File: src/shared/icp_consts.svh
// Timing counts, command codes and reset values of the single-pin programming link.
// Assumes a bit period learned in system clock cycles; all counts except the calibration give-up limit scale from it.
`ifndef ICP_CONSTS_SVH
`define ICP_CONSTS_SVH

// Low bits of the 80H calibration character: start plus seven zero bits, log2 of eight.
`define ICP_AB_SHIFT 3
// Low time at which calibration gives up, in cycles.
`define ICP_AB_MAX 14'h1FFF
// Serial break threshold, in bit periods.
`define ICP_BRK_BITS 14'h0009
// Length of the break sent back on an error: four characters of 10.5 bits.
`define ICP_ERR_BITS 16'h002A
// Number of data bits in a character.
`define ICP_LAST_DATA 4'h8
// Command codes.
`define ICP_CMD_REV 8'h00
`define ICP_CMD_STAT 8'h02
`define ICP_CMD_WCTL 8'h04
`define ICP_CMD_RCTL 8'h05
`define ICP_CMD_WFCR 8'h08
`define ICP_CMD_RFCR 8'h09
`define ICP_CMD_WFLASH 8'h0A
`define ICP_CMD_RFLASH 8'h0B
`define ICP_CMD_CRC 8'h0E
`define ICP_CMD_RBAUD 8'h1B
`define ICP_CMD_WTEST 8'hF0
`define ICP_CMD_RTEST 8'hF1
// Reset value of the learned bit period: zero means not yet calibrated.
`define ICP_BIT_RST 10'h000

`endif

File: src/shared/icp_pkg.sv
// Types of the single-pin programming link.
// Assumes the constants header is included by the design files that need timing.
package icp_pkg;

	// Link states, Gray coded along calibrate, hunt, receive and transmit.
	typedef enum logic [3:0] {
		ST_AB_IDLE = 4'h0,
		ST_AB_MEAS = 4'h1,
		ST_HUNT = 4'h3,
		ST_RX_START = 4'h2,
		ST_RX_DATA = 4'h6,
		ST_RX_STOP = 4'h7,
		ST_TX_BIT = 4'h5,
		ST_ERR_BRK = 4'h4,
		ST_WAIT_HI = 4'hC
	} icp_state_e;

endpackage

File: src/icp_link_top.sv
// Single-pin half-duplex programming link: auto-baud, receiver, transmitter, command gate.
// Assumes an external pull-up on the pin and a host that drives it through open drain.
`timescale 1ns/100ps
`include "icp_consts.svh"

module icp_fifo #(
	parameter int WIDTH = 8,
	parameter int DEPTH = 4
) (
	input wire logic i_clk, // System clock.
	input wire logic i_rst, // Synchronous reset, active high.
	input wire logic i_ce, // Clock enable.
	input wire logic i_flush, // Drop all content.
	input wire logic i_wr_valid, // Write request.
	output logic o_wr_ready, // Room for a word.
	input wire logic [WIDTH-1:0] i_wr_data, // Write data.
	output logic o_rd_valid, // A word is waiting.
	input wire logic i_rd_ready, // Reader takes the word.
	output logic [WIDTH-1:0] o_rd_data // Oldest word.
);
	localparam int AW = $clog2(DEPTH);
	logic [WIDTH-1:0] mem_q [DEPTH];
	logic [AW-1:0] wptr_q;
	logic [AW-1:0] rptr_q;
	logic [AW:0] cnt_q;
	logic [AW:0] cnt_d;
	logic wr_ready_q;
	logic rd_valid_q;
	wire push = i_wr_valid && wr_ready_q;
	wire pop = i_rd_ready && rd_valid_q;

	// Occupancy next value; ready and valid are registered from it so they stay honest.
	assign cnt_d = cnt_q + (AW+1)'(push) - (AW+1)'(pop);
	assign o_wr_ready = wr_ready_q;
	assign o_rd_valid = rd_valid_q;
	assign o_rd_data = mem_q[rptr_q];

	// Pointers and flags.
	always_ff @(posedge i_clk) begin
		if (i_rst || (i_ce && i_flush)) begin
			wptr_q <= '0;
			rptr_q <= '0;
			cnt_q <= '0;
			wr_ready_q <= 1'b1;
			rd_valid_q <= 1'b0;
		end else if (i_ce) begin
			wptr_q <= wptr_q + AW'(push);
			rptr_q <= rptr_q + AW'(pop);
			cnt_q <= cnt_d;
			wr_ready_q <= cnt_d != (AW+1)'(DEPTH);
			rd_valid_q <= cnt_d != '0;
		end
	end

	// Storage, one register per word.
	always_ff @(posedge i_clk) begin
		if (i_ce && push) begin
			mem_q[wptr_q] <= i_wr_data;
		end
	end
endmodule

module icp_link_top (
	input wire logic i_mclk, // System clock, 20 MHz.
	input wire logic i_rst, // Synchronous reset, active high.
	input wire logic i_ce, // Clock enable; low freezes everything.
	input wire logic i_prog_pin, // Level seen on the programming pin.
	output logic o_prog_pin_out, // Output value of the pin, always low.
	output logic o_prog_pin_oe, // High while the link pulls the pin low.
	input wire logic i_flash_access_enable, // Flash access enable bit of the control register.
	input wire logic i_flash_rw_protect_bit, // Whole-array read/write protect option.
	input wire logic i_lower_half_protect_bit, // Lower-half protect option.
	input wire logic i_cmd_done, // Pulse: command finished, next byte is a command.
	output logic o_cmd_valid, // Pulse: an accepted command byte.
	output logic [7:0] o_cmd_byte, // Accepted command byte.
	output logic o_cmd_protect, // Flash access of this command is protection-limited.
	output logic o_data_valid, // Pulse: a non-command received byte.
	output logic [7:0] o_data, // Received data byte.
	output logic o_abort, // Pulse: serial error, command aborted.
	output logic o_link_active, // Bit period learned.
	output logic [9:0] o_bit_cycles, // Learned bit period in cycles.
	input wire logic i_tx_valid, // Response byte offered.
	output logic o_tx_ready, // Response byte taken.
	input wire logic [7:0] i_tx_data // Response byte.
);
	icp_pkg::icp_state_e state_q, state_d;
	logic s1_q, s2_q, s3_q, rx_q;
	logic [10:0] cnt_q, cnt_d;
	logic [3:0] bitn_q, bitn_d;
	logic [7:0] sh_q, sh_d;
	logic [13:0] low_q, low_d;
	logic [15:0] ecnt_q, ecnt_d;
	logic [10:0] gcnt_q, gcnt_d;
	logic [9:0] bit_q, bit_d;
	logic oe_q, oe_d;
	logic act_q;
	logic rx_done, err_enter, fifo_pop;
	logic expect_q, resp_en_q;
	logic cmd_v_q, data_v_q, abort_q, prot_q;
	logic [7:0] cmd_q, data_q;
	logic fifo_valid;
	logic [7:0] fifo_data;

	// Timing derived from the learned bit period.
	wire [9:0] meas_bits = 10'(low_q >> `ICP_AB_SHIFT);
	wire [9:0] half_w = (bit_q[9:1] == 9'h000) ? 10'h001 : {1'b0, bit_q[9:1]};
	wire [10:0] stop_w = {1'b0, bit_q} + {1'b0, half_w};
	wire bit_end = cnt_q == ({1'b0, bit_q} - 11'h001);
	wire half_end = cnt_q == ({1'b0, half_w} - 11'h001);
	wire stop_end = cnt_q == (stop_w - 11'h001);
	wire [13:0] brk_lim = 14'({4'h0, bit_q} * `ICP_BRK_BITS);
	wire [15:0] err_lim = 16'({6'h00, bit_q} * `ICP_ERR_BITS);
	wire rx_phase = (state_q == icp_pkg::ST_HUNT) || (state_q == icp_pkg::ST_RX_START)
		|| (state_q == icp_pkg::ST_RX_DATA) || (state_q == icp_pkg::ST_RX_STOP);
	wire brk_hit = rx_phase && !rx_q && (low_q >= brk_lim);
	// Transmit only idle, guarded, in answer to a command, with nothing arriving.
	wire tx_go = rx_q && gcnt_q == 11'h000 && resp_en_q && fifo_valid;

	// Command gate: the always-open subset and the flash-access-only set.
	function automatic logic cmd_ok(input logic [7:0] c, input logic fa);
		case (c)
			`ICP_CMD_REV, `ICP_CMD_STAT, `ICP_CMD_WCTL: cmd_ok = 1'b1;
			`ICP_CMD_RCTL, `ICP_CMD_RBAUD: cmd_ok = 1'b1;
			`ICP_CMD_WTEST, `ICP_CMD_RTEST: cmd_ok = 1'b1;
			`ICP_CMD_WFCR, `ICP_CMD_RFCR, `ICP_CMD_CRC: cmd_ok = fa;
			`ICP_CMD_WFLASH, `ICP_CMD_RFLASH: cmd_ok = fa;
			default: cmd_ok = 1'b0;
		endcase
	endfunction

	wire cmd_accept = rx_done && expect_q && cmd_ok(sh_d, i_flash_access_enable);
	wire is_flash_cmd = (sh_d == `ICP_CMD_WFLASH) || (sh_d == `ICP_CMD_RFLASH);

	// Link sequencer. The rising edge of the pin is seen four cycles late, so the
	// low time measured for 80H and the mid-bit samples share the same lag.
	always_comb begin
		state_d = state_q;
		cnt_d = cnt_q + 11'h001;
		bitn_d = bitn_q;
		sh_d = sh_q;
		low_d = rx_q ? 14'h0000 : ((low_q == `ICP_AB_MAX) ? low_q : low_q + 14'h0001);
		ecnt_d = 16'h0000;
		gcnt_d = (gcnt_q == 11'h000) ? gcnt_q : gcnt_q - 11'h001;
		bit_d = bit_q;
		oe_d = 1'b0;
		rx_done = 1'b0;
		fifo_pop = 1'b0;
		case (state_q)
			icp_pkg::ST_AB_IDLE: begin
				bit_d = `ICP_BIT_RST;
				low_d = 14'h0000;
				if (!rx_q) begin
					state_d = icp_pkg::ST_AB_MEAS;
					low_d = 14'h0001;
				end
			end
			icp_pkg::ST_AB_MEAS: begin
				if (rx_q) begin
					bit_d = (meas_bits == 10'h000) ? 10'h001 : meas_bits;
					gcnt_d = 11'(low_q >> 2);
					state_d = icp_pkg::ST_HUNT;
				end else if (low_q == `ICP_AB_MAX) begin
					state_d = icp_pkg::ST_WAIT_HI;
				end
			end
			icp_pkg::ST_HUNT: begin
				cnt_d = 11'h000;
				bitn_d = 4'h0;
				if (!rx_q) begin
					state_d = icp_pkg::ST_RX_START;
				end else if (tx_go) begin
					state_d = icp_pkg::ST_TX_BIT;
					sh_d = fifo_data;
					fifo_pop = 1'b1;
					oe_d = 1'b1;
				end
			end
			icp_pkg::ST_RX_START: begin
				if (half_end) begin
					cnt_d = 11'h000;
					state_d = rx_q ? icp_pkg::ST_HUNT : icp_pkg::ST_RX_DATA;
				end
			end
			icp_pkg::ST_RX_DATA: begin
				if (bit_end) begin
					cnt_d = 11'h000;
					sh_d = {rx_q, sh_q[7:1]};
					bitn_d = bitn_q + 4'h1;
					if (bitn_q == `ICP_LAST_DATA - 4'h1) begin
						state_d = icp_pkg::ST_RX_STOP;
					end
				end
			end
			icp_pkg::ST_RX_STOP: begin
				if (bit_end) begin
					if (rx_q) begin
						rx_done = 1'b1;
						gcnt_d = {1'b0, bit_q};
						state_d = icp_pkg::ST_HUNT;
					end else begin
						state_d = icp_pkg::ST_ERR_BRK;
					end
				end
			end
			icp_pkg::ST_TX_BIT: begin
				oe_d = oe_q;
				if (half_end && !oe_q && !rx_q) begin
					state_d = icp_pkg::ST_ERR_BRK;
				end else if (bitn_q == `ICP_LAST_DATA + 4'h1) begin
					oe_d = 1'b0;
					if (stop_end) begin
						gcnt_d = {1'b0, half_w};
						state_d = icp_pkg::ST_HUNT;
					end
				end else if (bit_end) begin
					cnt_d = 11'h000;
					bitn_d = bitn_q + 4'h1;
					if (bitn_q != 4'h0) begin
						sh_d = {1'b0, sh_q[7:1]};
					end
					if (bitn_q == `ICP_LAST_DATA) begin
						oe_d = 1'b0;
					end else begin
						oe_d = (bitn_q == 4'h0) ? !sh_q[0] : !sh_q[1];
					end
				end
			end
			icp_pkg::ST_ERR_BRK: begin
				oe_d = 1'b1;
				ecnt_d = ecnt_q + 16'h0001;
				if (ecnt_q >= err_lim) begin
					oe_d = 1'b0;
					state_d = icp_pkg::ST_WAIT_HI;
				end
			end
			icp_pkg::ST_WAIT_HI: begin
				bit_d = `ICP_BIT_RST;
				if (rx_q) begin
					state_d = icp_pkg::ST_AB_IDLE;
				end
			end
			default: begin
				state_d = icp_pkg::ST_AB_IDLE;
			end
		endcase
		if (brk_hit) begin
			state_d = icp_pkg::ST_ERR_BRK;
			oe_d = 1'b1;
		end
	end

	assign err_enter = (state_d == icp_pkg::ST_ERR_BRK) && (state_q != icp_pkg::ST_ERR_BRK);

	// Pin synchroniser: a change counts once the second and third stages agree.
	always_ff @(posedge i_mclk) begin
		if (i_rst) begin
			s1_q <= 1'b1;
			s2_q <= 1'b1;
			s3_q <= 1'b1;
			rx_q <= 1'b1;
		end else if (i_ce) begin
			s1_q <= i_prog_pin;
			s2_q <= s1_q;
			s3_q <= s2_q;
			if (s2_q == s3_q) begin
				rx_q <= s3_q;
			end
		end
	end

	// Sequencer registers.
	always_ff @(posedge i_mclk) begin
		if (i_rst) begin
			state_q <= icp_pkg::ST_AB_IDLE;
			cnt_q <= 11'h000;
			bitn_q <= 4'h0;
			sh_q <= 8'h00;
			low_q <= 14'h0000;
			ecnt_q <= 16'h0000;
			gcnt_q <= 11'h000;
			bit_q <= `ICP_BIT_RST;
			oe_q <= 1'b0;
			act_q <= 1'b0;
		end else if (i_ce) begin
			state_q <= state_d;
			cnt_q <= cnt_d;
			bitn_q <= bitn_d;
			sh_q <= sh_d;
			low_q <= low_d;
			ecnt_q <= ecnt_d;
			gcnt_q <= gcnt_d;
			bit_q <= bit_d;
			oe_q <= oe_d;
			act_q <= bit_d != `ICP_BIT_RST;
		end
	end

	// Command front end. An abort wins over a command acceptance in the same cycle.
	always_ff @(posedge i_mclk) begin
		if (i_rst) begin
			expect_q <= 1'b1;
			resp_en_q <= 1'b0;
			cmd_v_q <= 1'b0;
			data_v_q <= 1'b0;
			abort_q <= 1'b0;
			cmd_q <= 8'h00;
			data_q <= 8'h00;
			prot_q <= 1'b0;
		end else if (i_ce) begin
			cmd_v_q <= cmd_accept && !err_enter;
			data_v_q <= rx_done && !expect_q;
			abort_q <= err_enter;
			if (cmd_accept) begin
				cmd_q <= sh_d;
				prot_q <= is_flash_cmd && (i_flash_rw_protect_bit || i_lower_half_protect_bit);
			end
			if (rx_done && !expect_q) begin
				data_q <= sh_d;
			end
			if (err_enter) begin
				expect_q <= 1'b1;
				resp_en_q <= 1'b0;
			end else if (cmd_accept) begin
				expect_q <= 1'b0;
				resp_en_q <= 1'b1;
			end else if (i_cmd_done) begin
				expect_q <= 1'b1;
			end
		end
	end

	// Response buffer; a full buffer stalls the responder through its ready.
	icp_fifo #(.WIDTH(8), .DEPTH(4)) u_tx_fifo (
		.i_clk(i_mclk),
		.i_rst(i_rst),
		.i_ce(i_ce),
		.i_flush(err_enter),
		.i_wr_valid(i_tx_valid),
		.o_wr_ready(o_tx_ready),
		.i_wr_data(i_tx_data),
		.o_rd_valid(fifo_valid),
		.i_rd_ready(fifo_pop),
		.o_rd_data(fifo_data)
	);

	// Outputs, all registered; the pin data is a constant low for open drain.
	assign o_prog_pin_out = 1'b0;
	assign o_prog_pin_oe = oe_q;
	assign o_cmd_valid = cmd_v_q;
	assign o_cmd_byte = cmd_q;
	assign o_cmd_protect = prot_q;
	assign o_data_valid = data_v_q;
	assign o_data = data_q;
	assign o_abort = abort_q;
	assign o_link_active = act_q;
	assign o_bit_cycles = bit_q;
endmodule

File: config.mk
export PLATFORM = sky130hd
export DESIGN_NAME = icp_link_top
export DESIGN_NICKNAME = d
export VERILOG_FILES = /design/src/shared/icp_pkg.sv /design/src/icp_link_top.sv
export VERILOG_INCLUDE_DIRS = /design/src /design/src/shared
export SDC_FILE = /design/constraint.sdc
export NUM_CORES = 1
export LEC_CHECK = 0
export BUFFER_PORTS_ARGS = -buffer_cell sky130_fd_sc_hd__buf_4
export CAP_MARGIN = 20
export CORE_MARGIN = 4
export CORE_UTILIZATION = 52
export DETAILED_ROUTE_END_ITERATION = 8
export GPL_TIMING_DRIVEN = 0
export PLACE_DENSITY = 0.69
export SLEW_MARGIN = 20
export SYNTH_ARGS = -nofsm -noshare
export SYNTH_HDL_FRONTEND = slang
export SYNTH_SLANG_ARGS = --single-unit
File: constraint.sdc
create_clock -name i_mclk -period 11.1 [get_ports i_mclk]
set_input_delay 1.11 -clock i_mclk [delete_from_list [all_inputs] [get_ports i_mclk]]
set_output_delay 1.11 -clock i_mclk [all_outputs]
set_load 0.05 [all_outputs]
==> impl_metrics.py <==
metrics = {
    "status": {
        "outcome": "finished clean",
    },
    "drt": {
        "vias": 10080,
        "antenna_left": 0,
        "drt_wl_total_microns": 31100,
        "drc": 0,
        "vias_per_cell": 5.965,
        "drt_pass1_iterations": 5,
        "avgRoutedWirePerCell_microns": 18.41,
        "drtIter0Drc": 754,
    },
    "layout": {
        "num-fill-cells": 1891,
        "final_layout_size_suffix_gt1_frac": 0.09123,
        "fin_cells": 1689,
        "multi_input_area_sq_mm": 0.007151,
        "final_nets": 1535,
        "syn_to_final_growth_pct": 12.32,
        "antennaDiodeCount": 0,
        "fin_util": 0.5935,
        "final-seq-area_sq_mm": 0.003303,
    },
    "sta": {
        "fin_crit_sh": 0.5706,
        "min_period_ns": 6.333,
        "setup_tns_ns": 0,
        "finalSetupViolations": 0,
        "finClkSkew_ns": 0.01511,
        "max_clock_freq_mhz": 157.9,
        "grt_setup_unrepaired": "no",
        "worst_pin_slew_ns": 1.048,
        "whs_ns": 0.4557,
        "final_max_slew_viol_count": 0,
        "finalHoldViolCount": 0,
        "slew_headroom": 0.2989,
    },
    "logic_synthesis": {
        "syn_inst": 1331,
        "synth_area_leaders": "dfxtp_1 (21%), ha_1 (12%), edfxtp_1 (8.7%)",
        "ys_seq_area_frac": 0.2974,
        "synth_top_area_cell": "dfxtp_1",
        "synth_nets": 1465,
        "ys_ff_latch": 149,
        "synth_most_common_cell": "nor2_1",
        "ys.flop_type": "dfxtp_1",
        "synth_top_cell_area_share": 0.2109,
        "syn-mean-instance-area_sq_um": 8.346,
        "synth_async_sr_flop_share": 0,
        "syn_area_sq_mm": 0.01111,
        "synth.distinct_cells": 90,
        "yosysWarnings": 0,
        "synth_edf_count": 32,
        "synth_common_cells": "nor2_1 (157), dfxtp_1 (117), ha_1 (108)",
    },
    "cts": {
        "cts_hold_buf": 0,
        "clock_sink_count": 149,
        "h-tree-depth": 4,
        "clk_pin_slew_worst_paths_ns": 0.07,
        "cts_made_buffers": 17,
        "post-cts-setup-buffers": 0,
        "cts_max_path_buffers": 2,
        "tritoncts": "yes",
        "cts-root-buf": "clkbuf_16",
        "ctsResizeCount": 0,
        "clock_latency_ns": 0.43,
    },
    "grt": {
        "gr-usage-met3": 0.04982,
        "grt_pass1_vias": 9314,
        "met1_usage": 0.3570,
        "track_usage": 0.2591,
        "use_met2": 0.4099,
        "grt_pass1_wl_microns": 49470,
        "busiest_layer": "met2",
        "grt-ovfl-total": 0,
        "grt_max_degree": 20,
        "antenna_found_initial": 0,
    },
    "setup_path": {
        "worstPathArrival_ns": 6.66,
        "crit_required_ns": 11.43,
        "cp-start-kind": "register",
        "end_kind": "register",
        "path_max_fanout": 10,
        "critical_path_class": "register to register",
        "reg2reg_slack_ns": 4.77,
    },
    "floorplan": {
        "die_height_microns": 154.2,
        "rows": 53,
        "die_w_microns": 154.2,
        "io_pins": 51,
        "coreArea_sq_mm": 0.02102,
        "start_util": 0.5284,
        "die-area_sq_mm": 0.02376,
    },
    "power_and_ir_drop": {
        "p_leak_uw": 0.005099,
        "ir_drop_uv": 103.8,
        "power_density_mw_per_mm2": 108.7,
        "totalPowerFinal_uw": 1356,
    },
    "placed_design": {
        "dp.cells": 1657,
        "portBuffers": 49,
        "hpwl_microns": 23240,
        "place_congestion": 0.9865,
    },
    "hold_path": {
        "hp-class": "register to register",
    },
    "flow_run": {
        "maxCapViolCount": 0,
    },
}
[path summary, 6_finish.rpt]
path                   startpoint            end  cells past startpoint
hold / removal               s3_q           s3_q                      2
setup / recovery  o_bit_cycles[9]  o_cmd_byte[2]                     17
setup reg to reg  o_bit_cycles[9]  o_cmd_byte[2]                     17
hold reg to reg              s3_q           s3_q                      2
[area by class of cell]
class | count | area share
repair buffers | 51 | 0.03049
flip-flops and latches | 149 | 0.2647
plain buffers | 74 | 0.02427
multi-input cells | 1007 | 0.5731
clock buffers | 17 | 0.03410
well taps | 275 | 0.02758
inverters | 101 | 0.03039
clock inverters | 15 | 0.01534
[power by group]
part,internal (uW),total (uW),switching [uW]
combinational,67.4,179,111
sequential,568,583,14.5
clock,308,594,286
total,944,1360,412
[state kept, by name, summed over array words and instances (netlist names), 8 cells and up, named ones only]
register         flops
gcnt_q              11
sh_q                 8
cnt_q               11
o_cmd_byte           8
u_tx_fifo.mem_q     32
o_data               8
ecnt_q              16
o_bit_cycles        10
low_q               14
[routing by layer]
layer,share of wire,vias up
li1,-,4877
met2,0.45,341
met1,0.45,4788
met3,0.066,69
met5,0,-
met4,0.029,0
[cells in the final DEF, fill, tap and decap left out, types with 6 or more instances in the layout]
master | netlist | final
a211oi_1 | 19 | 19
a21o_1 | 14 | 14
a21oi_1 | 82 | 82
a221oi_1 | 7 | 7
a22oi_1 | 12 | 12
a31oi_1 | 8 | 8
and3_1 | 14 | 14
buf_2 | 5 | 6
buf_4 | 1 | 51
clkbuf_1 | 61 | 61
clkbuf_16 | 0 | 17
clkinv_8 | 0 | 6
dfxtp_1 | 117 | 117
edfxtp_1 | 32 | 32
fa_1 | 9 | 9
ha_1 | 108 | 108
inv_1 | 99 | 99
inv_8 | 0 | 6
mux2i_1 | 26 | 26
mux4_2 | 8 | 8
nand2_1 | 95 | 95
nand2b_1 | 26 | 26
nand3_1 | 31 | 31
nand4_1 | 17 | 17
nor2_1 | 157 | 157
nor2b_1 | 23 | 23
nor3_1 | 37 | 34
nor4_1 | 9 | 8
o211ai_1 | 6 | 6
o21a_1 | 15 | 15
o21ai_0 | 56 | 56
o31ai_1 | 8 | 8
or3_1 | 11 | 11
xnor2_1 | 55 | 55
xor2_1 | 36 | 36
[per-stage QoR]
| step | area (sq um) | setup WS (ns) |
|---|---|---|
| 6_report | 12480 | 4.767 |
| 3_3_place_gp | 11820 | 4.366 |
| 5_1_grt | 12480 | 4.451 |
| 4_1_cts | 12470 | 4.920 |
| 3_5_place_dp | 11860 | 4.984 |
| 2_1_floorplan | 11110 | 6.044 |
[kinds of logic after synthesis]
logic type | after synthesis | synth area share
AO/OA/AOI/OAI | 298 | 0.1836
XOR/XNOR | 91 | 0.07175
adder cells (fa/ha/maj) | 117 | 0.1379
buffers and inverters | 175 | 0.06139
flip-flops | 149 | 0.2974
multiplexers | 37 | 0.04303
other | 1 | 0.0003376
AND/OR/NAND/NOR | 463 | 0.2047
[worst max-delay path: stages, from the launching register on]
cell	delay [ns]
dfxtp_1	0.64
clkbuf_1	0.55
nor3_1	0.19
nor2_1	0.27
ha_1	0.25
nor3b_2	0.42
xnor2_1	0.12
or3_1	0.38
a2111oi_2	0.62
a311oi_2	0.34
and3_1	0.27
o32ai_1	0.85
and4b_1	0.32
nand4b_1	0.13
o41ai_2	0.11
a32oi_1	0.25
buf_6	0.22
mux2_4	0.29
(Power assumes the default switching activity.)
